<file path="config.mk">
export PLATFORM = sky130hd
export DESIGN_NAME = pcm_highway_io_buffers
export DESIGN_NICKNAME = d
export VERILOG_FILES = /design/src/logic/pcm_hw_pkg.sv /design/src/logic/pcm_highway_io_buffers.sv
export SDC_FILE = /design/constraint.sdc
export NUM_CORES = 2
export LEC_CHECK = 0
export BUFFER_PORTS_ARGS = -buffer_cell sky130_fd_sc_hd__buf_4
export CAP_MARGIN = 10
export CORE_ASPECT_RATIO = 1.1
export CORE_MARGIN = 5
export CORE_UTILIZATION = 62
export CTS_CLUSTER_SIZE = 16
export DETAILED_ROUTE_END_ITERATION = 10
export GPL_TIMING_DRIVEN = 0
export PLACE_DENSITY = 0.88
export SLEW_MARGIN = 30
export SYNTH_ARGS = -nofsm -noshare
export SYNTH_HDL_FRONTEND = slang
export SYNTH_HIERARCHICAL = 1
export SYNTH_SLANG_ARGS = --single-unit
</file>
<file path="constraint.sdc">
create_clock -name i_sys_clk -period 15.4 [get_ports i_sys_clk]
set_input_delay 4.62 -clock i_sys_clk [delete_from_list [all_inputs] [get_ports i_sys_clk]]
set_output_delay 4.62 -clock i_sys_clk [all_outputs]
set_load 0.03 [all_outputs]
</file>
<file path="src/logic/pcm_hw_pkg.sv">
// Constants and helpers for the PCM highway input and output buffers
package pcm_hw_pkg;
    // Frame rate and device clock rates
    localparam int FRAME_HZ = 8000;
    localparam int FAST_CLK_KHZ = 8192;
    localparam int SLOW_CLK_KHZ = 4096;
    // Position counter width, half device clock periods
    localparam int POS_W = 11;
    localparam logic [10:0] MASK_FAST = 11'h7FF;
    localparam logic [10:0] MASK_SLOW = 11'h3FF;
    // Output frame lead before sync fall, in half periods
    localparam logic [10:0] LEAD_FAST = 11'h004;
    localparam logic [10:0] LEAD_SLOW = 11'h002;
    // Line rate codes
    localparam logic [1:0] RATE_OFF = 2'h0;
    localparam logic [1:0] RATE_2048 = 2'h1;
    localparam logic [1:0] RATE_4096 = 2'h2;
    localparam logic [1:0] RATE_8192 = 2'h3;
    // Setup register layout and reset value
    localparam int CFG_SEL_BIT = 0;
    localparam int CLK_SEL_BIT = 1;
    localparam logic [7:0] SETUP_RESET = 8'h01;
    // Frame shift control layout and reset value
    localparam int RX_SHIFT_LSB = 5;
    localparam int RX_HALF_BIT = 4;
    localparam int TX_SHIFT_LSB = 1;
    localparam int TX_HALF_BIT = 0;
    localparam logic [7:0] SHIFT_RESET = 8'h00;
    // Line mode codes, same index for input and output
    localparam logic [3:0] MODE_ALL_SLOW = 4'h0;
    localparam logic [3:0] MODE_ALL_MID = 4'h1;
    localparam logic [3:0] MODE_ALL_FAST = 4'h2;
    localparam logic [3:0] MODE_FAST_SLOW = 4'h3;
    localparam logic [3:0] MODE_MID_SLOW = 4'h4;

    // Rate of an input line for a mode
    function automatic logic [1:0] in_rate(logic [3:0] m, int l);
        unique case (m)
            MODE_ALL_MID: return (l < 8) ? RATE_4096 : RATE_OFF;
            MODE_ALL_FAST: return (l < 4) ? RATE_8192 : RATE_OFF;
            MODE_FAST_SLOW: return (l < 2) ? RATE_8192 :
                (l >= 8) ? RATE_2048 : RATE_OFF;
            MODE_MID_SLOW: return (l < 4) ? RATE_4096 :
                (l >= 8) ? RATE_2048 : RATE_OFF;
            default: return RATE_2048;
        endcase
    endfunction

    // Rate of an output line for a mode
    function automatic logic [1:0] out_rate(logic [3:0] m, int l);
        unique case (m)
            MODE_ALL_MID: return (l < 4) ? RATE_4096 : RATE_OFF;
            MODE_ALL_FAST: return (l < 2) ? RATE_8192 : RATE_OFF;
            MODE_FAST_SLOW: return (l < 1) ? RATE_8192 :
                (l >= 4) ? RATE_2048 : RATE_OFF;
            MODE_MID_SLOW: return (l < 2) ? RATE_4096 :
                (l >= 4) ? RATE_2048 : RATE_OFF;
            default: return RATE_2048;
        endcase
    endfunction
endpackage

</file>
<file path="src/logic/pcm_highway_io_buffers.sv">
// Serial PCM highway input and output buffers with write FIFO

// Word FIFO between the input buffer and the speech memory
module pcm_word_fifo #(
    parameter int WIDTH = 17,
    parameter int DEPTH = 16
) (
    // Clock and reset
    input wire logic i_sys_clk,
    input wire logic i_srst,
    // Filling side
    input wire logic i_in_valid,
    output logic o_in_ready,
    input wire logic [WIDTH-1:0] i_in_data,
    // Draining side
    output logic o_out_valid,
    input wire logic i_out_ready,
    output logic [WIDTH-1:0] o_out_data
);
    localparam int AW = $clog2(DEPTH);
    localparam logic [AW:0] FULL_CNT = DEPTH[AW:0];

    logic [WIDTH-1:0] mem [DEPTH]; // Storage, no reset needed
    logic [AW-1:0] wr_ptr; // Next slot to fill
    logic [AW-1:0] rd_ptr; // Oldest word
    logic [AW:0] count; // Words held
    logic push;
    logic pop;

    assign o_in_ready = (count != FULL_CNT);
    assign o_out_valid = (count != '0);
    assign push = i_in_valid && o_in_ready;
    assign pop = o_out_valid && i_out_ready;
    assign o_out_data = mem[rd_ptr];

    // Storage write
    always_ff @(posedge i_sys_clk) begin
        if (push) begin
            mem[wr_ptr] <= i_in_data;
        end
    end

    // Pointers and fill level
    always_ff @(posedge i_sys_clk) begin
        if (i_srst) begin
            wr_ptr <= '0;
            rd_ptr <= '0;
            count <= '0;
        end else begin
            if (push) begin
                wr_ptr <= wr_ptr + 1'b1;
            end
            if (pop) begin
                rd_ptr <= rd_ptr + 1'b1;
            end
            if (push && !pop) begin
                count <= count + 1'b1;
            end else if (pop && !push) begin
                count <= count - 1'b1;
            end
        end
    end
endmodule

// Input and output buffers of the memory time switch
module pcm_highway_io_buffers (
    // Clock and reset
    input wire logic i_sys_clk,
    input wire logic i_srst,
    // Device clock and frame sync pins
    input wire logic i_dev_clk,
    input wire logic i_frame_sync_pulse,
    // Serial highway lines
    input wire logic [15:0] i_pcm_in,
    output logic [7:0] o_pcm_out,
    output logic [7:0] o_pcm_oe,
    // Line setup from the mode register
    input wire logic [3:0] i_line_setup,
    // Setup register access
    input wire logic i_setup_wr,
    input wire logic [7:0] i_setup_wdata,
    output logic [7:0] o_setup_register,
    // Frame shift control access
    input wire logic i_fsc_wr,
    input wire logic [7:0] i_fsc_wdata,
    output logic [7:0] o_frame_shift_control,
    // Speech memory write port
    output logic o_sm_wr_valid,
    input wire logic i_sm_wr_ready,
    output logic [8:0] o_sm_wr_addr,
    output logic [7:0] o_sm_wr_data,
    // Output channel fetch, answer in the same cycle as request
    output logic o_rd_req,
    output logic [7:0] o_rd_chan,
    input wire logic [7:0] i_rd_data,
    input wire logic i_rd_tristate
);
    logic [7:0] setup_register; // Configuration bits
    logic [7:0] frame_shift_control; // Clock shift bits
    logic std_cfg; // Standard configuration active
    logic fast_clk; // 8192 kHz device clock
    logic [10:0] mask; // Frame length mask
    logic [2:0] rx_shift;
    logic rx_half;
    logic [2:0] tx_shift;
    logic tx_half;
    logic mixed; // Two rates in use

    // Pin synchronisers, first stage read only by second
    logic clk_s1, clk_s2, clk_s3;
    logic sync_s1, sync_s2;
    logic [15:0] din_s1, din_s2;
    logic sync_prev; // Sync level at last rising clock
    logic dev_rise, dev_fall, dev_edge;
    logic ev_d; // Edge seen, counters already advanced
    logic [10:0] pos; // Half periods since sync rise
    logic [10:0] out_pos; // Standard output frame position

    assign o_setup_register = setup_register;
    assign o_frame_shift_control = frame_shift_control;
    assign std_cfg = setup_register[pcm_hw_pkg::CFG_SEL_BIT];
    assign fast_clk = setup_register[pcm_hw_pkg::CLK_SEL_BIT];
    assign mask = fast_clk ? pcm_hw_pkg::MASK_FAST
                           : pcm_hw_pkg::MASK_SLOW;
    assign rx_shift = frame_shift_control[pcm_hw_pkg::RX_SHIFT_LSB +: 3];
    assign rx_half = frame_shift_control[pcm_hw_pkg::RX_HALF_BIT];
    assign tx_shift = frame_shift_control[pcm_hw_pkg::TX_SHIFT_LSB +: 3];
    assign tx_half = frame_shift_control[pcm_hw_pkg::TX_HALF_BIT];
    assign mixed = (i_line_setup == pcm_hw_pkg::MODE_FAST_SLOW) ||
                   (i_line_setup == pcm_hw_pkg::MODE_MID_SLOW);

    // Setup register, standard configuration after reset
    always_ff @(posedge i_sys_clk) begin
        if (i_srst) begin
            setup_register <= pcm_hw_pkg::SETUP_RESET;
        end else if (i_setup_wr) begin
            setup_register <= i_setup_wdata;
        end
    end

    // Shift control, held clear while standard is selected
    always_ff @(posedge i_sys_clk) begin
        if (i_srst || std_cfg) begin
            frame_shift_control <= pcm_hw_pkg::SHIFT_RESET;
        end else if (i_fsc_wr) begin
            frame_shift_control <= i_fsc_wdata;
        end
    end

    // Two-flop synchronisers for every pin input
    always_ff @(posedge i_sys_clk) begin
        if (i_srst) begin
            clk_s1 <= 1'b0;
            clk_s2 <= 1'b0;
            clk_s3 <= 1'b0;
            sync_s1 <= 1'b0;
            sync_s2 <= 1'b0;
            din_s1 <= 16'h0000;
            din_s2 <= 16'h0000;
        end else begin
            clk_s1 <= i_dev_clk;
            clk_s2 <= clk_s1;
            clk_s3 <= clk_s2;
            sync_s1 <= i_frame_sync_pulse;
            sync_s2 <= sync_s1;
            din_s1 <= i_pcm_in;
            din_s2 <= din_s1;
        end
    end

    // Device clock edges as one-cycle enables
    assign dev_rise = clk_s2 && !clk_s3;
    assign dev_fall = !clk_s2 && clk_s3;
    assign dev_edge = dev_rise || dev_fall;

    // Frame counters on device clock edges, reloaded by sync
    always_ff @(posedge i_sys_clk) begin
        if (i_srst) begin
            sync_prev <= 1'b0;
            pos <= 11'h000;
            out_pos <= 11'h000;
            ev_d <= 1'b0;
        end else begin
            ev_d <= dev_edge;
            if (dev_rise) begin
                sync_prev <= sync_s2;
            end
            if (dev_rise && sync_s2 && !sync_prev) begin
                pos <= 11'h000;
            end else if (dev_edge) begin
                pos <= (pos + 11'h001) & mask;
            end
            // Output frame started a fixed lead before sync fall
            if (dev_rise && !sync_s2 && sync_prev) begin
                out_pos <= fast_clk ? pcm_hw_pkg::LEAD_FAST
                                    : pcm_hw_pkg::LEAD_SLOW;
            end else if (dev_edge) begin
                out_pos <= (out_pos + 11'h001) & mask;
            end
        end
    end

    // Input buffer state per line
    logic [15:0] in_pend; // Byte waiting for the FIFO
    logic [15:0] in_grant; // Line taken by the FIFO
    logic [7:0] in_byte [16];
    logic [8:0] in_addr [16];
    logic fifo_ready;
    logic fifo_push;
    logic [16:0] fifo_word;

    genvar gi;
    generate
        for (gi = 0; gi < 16; gi++) begin : g_in
            logic [1:0] rate;
            logic [1:0] k; // Log2 of half periods per bit
            logic live; // Line in use and rate legal
            logic shifted; // Odd line under primary timing
            logic [10:0] adv;
            logic [10:0] dly;
            logic [10:0] p;
            logic [10:0] off;
            logic [10:0] smp;
            logic [9:0] bitn;
            logic [7:0] sr; // Serial to parallel shifter

            // Bit timing of this input line
            always_comb begin
                rate = pcm_hw_pkg::in_rate(i_line_setup, gi);
                k = 2'(3'(fast_clk) + 3'h3 - 3'(rate));
                // Fast line on slow clock is left idle
                live = (rate != pcm_hw_pkg::RATE_OFF) &&
                       (k != 2'h0);
                shifted = !std_cfg && (gi % 2 == 1);
                adv = shifted ? (11'(rx_shift) << k) : 11'h000;
                dly = (shifted && rx_half) ? (11'h001 << (k - 2'h1))
                                           : 11'h000;
                p = (pos + adv - dly) & mask;
                off = p & ((11'h001 << k) - 11'h001);
                bitn = 10'(p >> k);
                // Mid-bit sampling, except late for slow lines without half shift
                if (rate != pcm_hw_pkg::RATE_2048 ||
                    (shifted && rx_half)) begin
                    smp = 11'h001 << (k - 2'h1);
                end else begin
                    smp = 11'h003 << (k - 2'h2);
                end
            end

            // Shift in MSB first, hand over each full byte
            always_ff @(posedge i_sys_clk) begin
                if (i_srst) begin
                    sr <= 8'h00;
                    in_pend[gi] <= 1'b0;
                    in_byte[gi] <= 8'h00;
                    in_addr[gi] <= 9'h000;
                end else begin
                    if (ev_d && live && off == smp) begin
                        sr <= {sr[6:0], din_s2[gi]};
                    end
                    // A new byte wins over the grant
                    if (ev_d && live && off == smp &&
                        bitn[2:0] == 3'h7) begin
                        in_pend[gi] <= 1'b1;
                        in_byte[gi] <= {sr[6:0], din_s2[gi]};
                        unique case (rate)
                            pcm_hw_pkg::RATE_2048: in_addr[gi] <= mixed ?
                                {1'b1, bitn[7:3], 3'(gi)} :
                                {bitn[7:3], 4'(gi)};
                            pcm_hw_pkg::RATE_4096: in_addr[gi] <= mixed ?
                                {1'b0, bitn[8:3], 2'(gi)} :
                                {bitn[8:3], 3'(gi)};
                            default: in_addr[gi] <= mixed ?
                                {1'b0, bitn[9:3], 1'(gi)} :
                                {bitn[9:3], 2'(gi)};
                        endcase
                    end else if (in_grant[gi]) begin
                        in_pend[gi] <= 1'b0;
                    end
                end
            end
        end
    endgenerate

    // Lowest pending line goes to the FIFO when it has room
    always_comb begin
        in_grant = 16'h0000;
        fifo_word = 17'h00000;
        for (int i = 15; i >= 0; i--) begin
            if (in_pend[i] && fifo_ready) begin
                in_grant = 16'h0000;
                in_grant[i] = 1'b1;
                fifo_word = {in_addr[i], in_byte[i]};
            end
        end
    end
    assign fifo_push = (in_grant != 16'h0000);

    // Write buffer toward the speech memory
    pcm_word_fifo #(
        .WIDTH(17),
        .DEPTH(16)
    ) u_fifo (
        .i_sys_clk(i_sys_clk),
        .i_srst(i_srst),
        .i_in_valid(fifo_push),
        .o_in_ready(fifo_ready),
        .i_in_data(fifo_word),
        .o_out_valid(o_sm_wr_valid),
        .i_out_ready(i_sm_wr_ready),
        .o_out_data({o_sm_wr_addr, o_sm_wr_data})
    );

    // Output buffer state per line
    logic [7:0] out_pend; // Fetch for next slot wanted
    logic [7:0] out_take; // Fetch issued this cycle
    logic [7:0] out_chan [8];
    logic [7:0] nbyte [8]; // Byte for the next slot
    logic [7:0] ntri; // Tristate flag for the next slot
    logic [2:0] pick; // Line chosen this cycle
    logic [2:0] rd_line; // Line whose answer is due
    logic rd_due; // Answer arrives this cycle

    genvar go;
    generate
        for (go = 0; go < 8; go++) begin : g_out
            logic [1:0] rate;
            logic [1:0] k;
            logic live;
            logic [10:0] lag;
            logic [10:0] q;
            logic [10:0] off;
            logic [9:0] bitn;
            logic [6:0] nslot;
            logic [7:0] sh; // Byte being sent
            logic tri_now; // Current slot tristated

            // Bit timing of this output line
            always_comb begin
                rate = pcm_hw_pkg::out_rate(i_line_setup, go);
                k = 2'(3'(fast_clk) + 3'h3 - 3'(rate));
                live = (rate != pcm_hw_pkg::RATE_OFF) && (k != 2'h0);
                // Even lines in primary access lag the sync rise
                if (!std_cfg && go % 2 == 0) begin
                    lag = (tx_shift == 3'h0) ? 11'h000 :
                        (11'(4'h8 - 4'(tx_shift)) << k);
                    lag = lag + 11'(tx_half);
                    q = (pos - lag) & mask;
                end else if (!std_cfg) begin
                    q = pos;
                    lag = 11'h000;
                end else begin
                    q = out_pos;
                    lag = 11'h000;
                end
                off = q & ((11'h001 << k) - 11'h001);
                bitn = 10'(q >> k);
                nslot = bitn[9:3] + 7'h01;
            end

            // Drive each bit at the start of its period
            always_ff @(posedge i_sys_clk) begin
                if (i_srst) begin
                    sh <= 8'h00;
                    tri_now <= 1'b1;
                    o_pcm_out[go] <= 1'b0;
                    o_pcm_oe[go] <= 1'b0;
                end else if (!live) begin
                    o_pcm_oe[go] <= 1'b0;
                end else if (ev_d && off == 11'h000) begin
                    if (bitn[2:0] == 3'h0) begin
                        sh <= nbyte[go];
                        tri_now <= ntri[go];
                        o_pcm_out[go] <= nbyte[go][7];
                        o_pcm_oe[go] <= !ntri[go];
                    end else begin
                        o_pcm_out[go] <= sh[3'h7 - bitn[2:0]];
                        o_pcm_oe[go] <= !tri_now;
                    end
                end
            end

            // Ask for the next slot half a byte ahead
            always_ff @(posedge i_sys_clk) begin
                if (i_srst) begin
                    out_pend[go] <= 1'b0;
                    out_chan[go] <= 8'h00;
                end else if (live && ev_d && off == 11'h000 &&
                             bitn[2:0] == 3'h4) begin
                    out_pend[go] <= 1'b1;
                    unique case (rate)
                        pcm_hw_pkg::RATE_2048: out_chan[go] <= mixed ?
                            {1'b1, nslot[4:0], 2'(go)} :
                            {nslot[4:0], 3'(go)};
                        pcm_hw_pkg::RATE_4096: out_chan[go] <= mixed ?
                            {1'b0, nslot[5:0], 1'(go)} :
                            {nslot[5:0], 2'(go)};
                        default: out_chan[go] <= mixed ?
                            {1'b0, nslot[6:0]} :
                            {nslot[6:0], 1'(go)};
                    endcase
                end else if (out_take[go]) begin
                    out_pend[go] <= 1'b0;
                end
            end
        end
    endgenerate

    // Lowest pending output line gets the fetch slot
    always_comb begin
        out_take = 8'h00;
        pick = 3'h0;
        for (int i = 7; i >= 0; i--) begin
            if (out_pend[i]) begin
                out_take = 8'h00;
                out_take[i] = 1'b1;
                pick = 3'(i);
            end
        end
    end

    // Fetch request, one per cycle, registered
    always_ff @(posedge i_sys_clk) begin
        if (i_srst) begin
            o_rd_req <= 1'b0;
            o_rd_chan <= 8'h00;
            rd_line <= 3'h0;
            rd_due <= 1'b0;
        end else begin
            o_rd_req <= (out_take != 8'h00);
            rd_due <= (out_take != 8'h00);
            if (out_take != 8'h00) begin
                o_rd_chan <= out_chan[pick];
                rd_line <= pick;
            end
        end
    end

    // Capture byte and validity bit at the edge ending the request cycle
    always_ff @(posedge i_sys_clk) begin
        if (i_srst) begin
            for (int i = 0; i < 8; i++) begin
                nbyte[i] <= 8'h00;
            end
            ntri <= 8'hFF;
        end else if (rd_due) begin
            nbyte[rd_line] <= i_rd_data;
            ntri[rd_line] <= i_rd_tristate;
        end
    end
endmodule

</file>
==> results.md <==
* Static leakage at around 21 nW
* Fin. Hold Viols at 0
* Peak VDD IR at around 0.00016 V
* RSZ-0062 raised after global routing: no
* Post-synthesis sequential area ratio at 0.500
* Yosys Warn Count at 6
* Max cap viols at 0
* Actual slew at the worst max-slew pin at 1.14 ns
* Critical path endpoint: out_chan[2][3]$_DFFE_PP_
* Asr flop ratio synth at 0
* Reg2reg end: out_chan[2][3]$_DFFE_PP_
* Syn Std Cell Area at slightly below 0.05 mm^2
* Setup Buffers After CTS at 0
* Finished Layout Cells at slightly above 6000
* Syn Area/Cell at approximately 10 um^2
* Initial Util at 0.626
* Met1 WL at about 65 mm
* Post-synth EDFFs at about 600
* Cell taking the most area after synthesis: edfxtp_1
* Combinational Power Share at 0.175
* Reg2Reg Depth at 25
* Max Used Layer: met5
* Yosys top cell area share at 0.366
* Met2 WL at between 80 and 90 mm
* R2R setup slack at 4.85 ns
* Synth cell types at around 110
* Fin nets at 5169
* Die H at roughly 300 um
* Pre-antenna DRT Iters at 9
* Fmax at just under 0.07 GHz
* Via count at between 40000 and 50000
* Final worst path period share at 0.939
* Clock buffer depth at 3
* Reg clk slew, reported paths at approximately 0.060 ns
* Total CTS buffers at 87
* Clk sinks at slightly above 900
* CTS resizes at 0
* CTS tree: built
* Status: finished, final reports clean
* Worst path slowest cell: clkbuf_1
* Number of port buffers at 106
* Area Overhead vs Synth at 11.3%
* Cell count after placement at between 5000 and 6000
* Pre-CTS WS at approximately 0.74 ns
* Sequential power share at 0.450
* Worst Setup SP: i_line_setup[2]
* Crit Path Class: primary input to register
* CP max stage delay at about 0.8 ns
* Post-CTS Hold Fix Bufs at 0
* DP HPWL at ~140 mm
* Clock share of power at 0.374
* Cells after synthesis at 4737
* CP Capture Type: register
* Synth Register Bits at between 900 and 1000
* H-Tree Depth at 3
* Final wirelength at 187 mm
* Setup slack after layout at approximately 0.94 ns
* NetSw at 1.79 mW
* Clock latency on the worst-skew pair at around 0.7 ns
* GRT overflow at 0
* Most used DFF post-synth: edfxtp_1
* Placed Area at between 0.05 and 0.06 mm^2
* Post-route ant nets at 0
* Tot GR Track Use at 0.425
* TNS Setup at 0 ns
* Core area at between 0.07 and 0.08 mm^2
* DR vias/cell at a little under 7
* DRC at 0
* Final Core Density at 0.696
* Sw Share at 0.294
* Total power at about 6.1 mW
* CP Max Fanout at 10
* Min-Delay Path Class: register to register
* Row count at 108
* Largest net degree at the start of global routing at 33
* Initial drt markers at around 6000
* Share of cells above drive strength 1 at 0.108
* I/O pin count at 111
* CP most frequent cell: clkbuf_1
* Final setup fails at 0
* Root Buffer: clkbuf_16
* DIE AREA at roughly 0.086 mm^2
* Global-route wire length before repair at 270 mm
* Met3 wire len at 20.8 mm
* Max-slew violations at 0
* Area contributors post-synth: edfxtp_1 (37%), dfxtp_1 (13%), mux2i_1 (6.2%)
* Hold_ws at 0.434 ns
* Layout Skew at between 0.04 and 0.05 ns
* Worst r2r src: o_setup_register[1]$_SDFFE_PP0P_
* Worst Setup Start Kind: primary input
* Post-route design area at roughly 0.055 mm^2
* Min Clock Period, post-route at 14.46 ns
* Rel. slew slack at 0.221
* GP Congestion at approximately 1.1
* Pint at ~4.3 mW
* Pwr Density at 111 mW/mm^2
* CP required at ~16 ns
* Post-DR wirelength/cell at ~30 um
* WP data arrival at 14.87 ns
* Die width at ~280 um
* Layout fillers at between 5000 and 6000
* Initial antenna violation count at 12
* Vias in the first global route at about 41000
==> state kept, by name (all words and copies together), names as in the netlist, 16 cells and up, named ones only <==
register and cells:
nbyte 64, u_fifo/mem 272, din_s1 16, g_out.sh 58, in_pend 16, out_chan 57, din_s2 16, in_byte 128
g_in.sr 112, in_addr 82
==> final cells by class <==
class	count	area [um^2]	share of cell area
multi-input cells	3333	23100	0.420
clock inverters	38	462	0.00839
plain buffers	291	1200	0.0218
diodes	7	17.5	0.000318
inverters	190	716	0.0130
clock buffers	126	2550	0.0463
well taps	1045	1310	0.0238
flip-flops and latches	935	24800	0.450
repair buffers	126	921	0.0167
==> kinds of logic (layout without fill, tap and decap cells) <==
family	after synthesis	after routing	share of synthesized area
simple gates	1625	1625	0.154
compound gates	994	994	0.132
flops	935	935	0.500
buf+inv	481	771	0.0384
mux	434	434	0.113
fa+ha+maj	153	153	0.0422
xor+xnor	114	114	0.0203
other cells	1	20	0.0000758
==> power by group through the flow <==
stage	Clock, mW	Sequential, mW	Combinational [mW]
finish	2.28	2.74	1.07
global route	2.39	2.75	1.11
CTS	2.27	2.74	1.03
detailed placement	0	2.79	1.01
global placement	0	2.79	0.987
floorplan	0	2.79	0.652
==> layer usage <==
| metal | vias to the layer above | GRT usage |
|---|---|---|
| li1 | 17700 | - |
| met1 | 19900 | 0.519 |
| met2 | 3195 | 0.671 |
| met3 | 901 | 0.0963 |
| met4 | 4 | 0.304 |
| met5 | - | 0 |
==> synth_stat cells, drive strengths merged (12+ instances only) <==
cell / instances
edfxtp: 603
nor2: 599
nand2: 374
dfxtp: 332
mux2i: 306
a21oi: 270
and2: 217
o21ai: 216
clkbuf: 208
inv: 184
ha: 130
nor3: 104
mux4: 92
nand3: 87
buf: 83
xnor2: 70
a22oi: 68
nor2b: 66
a211oi: 63
xor2: 44
a31oi: 41
o22ai: 41
a221oi: 39
mux2: 36
nand2b: 33
o211ai: 32
and3: 28
or3: 28
o21a: 27
fa: 23
o221ai: 22
nor4: 20
a21o: 19
nand4: 19
or2: 19
a21boi: 17
o31ai: 14
a32oi: 12
nor3b: 12
==> worst max-delay path, delay by kind of cell <==
kind                       cells  cell delay, ns
AOI/OAI and AO/OA              6            1.61
xor gates and xnor gates       1            0.38
adders and majority gates      3            0.86
buffers and inverters         10            4.01
muxes                          1            0.28
and+or+nand+nor                8            3.06
==> worst min-delay path by stage <==
stage                               start                     to  cells after the start
global route        din_s1[15]$_SDFF_PP0_  din_s2[15]$_SDFF_PP0_                      1
floorplan               clk_s1$_SDFF_PP0_      clk_s2$_SDFF_PP0_                      1
detailed placement     sync_s1$_SDFF_PP0_     sync_s2$_SDFF_PP0_                      1
CTS                  din_s1[6]$_SDFF_PP0_   din_s2[6]$_SDFF_PP0_                      1
finish              din_s1[15]$_SDFF_PP0_  din_s2[15]$_SDFF_PP0_                      1
global placement    din_s1[10]$_SDFF_PP0_  din_s2[10]$_SDFF_PP0_                      1
==> layout by cell type, fill, tap and decap left out, types with 130 or more instances in the layout <==
cell and instances:
ha_1 130, and2_1 205, nand2_1 371, o21ai_0 185
inv_1 177, dfxtp_1 331, edfxtp_1 603, mux2i_1 305
nor2_1 591, clkbuf_1 218, a21oi_1 269
Note: power is estimated with default switching activity, not from simulation.
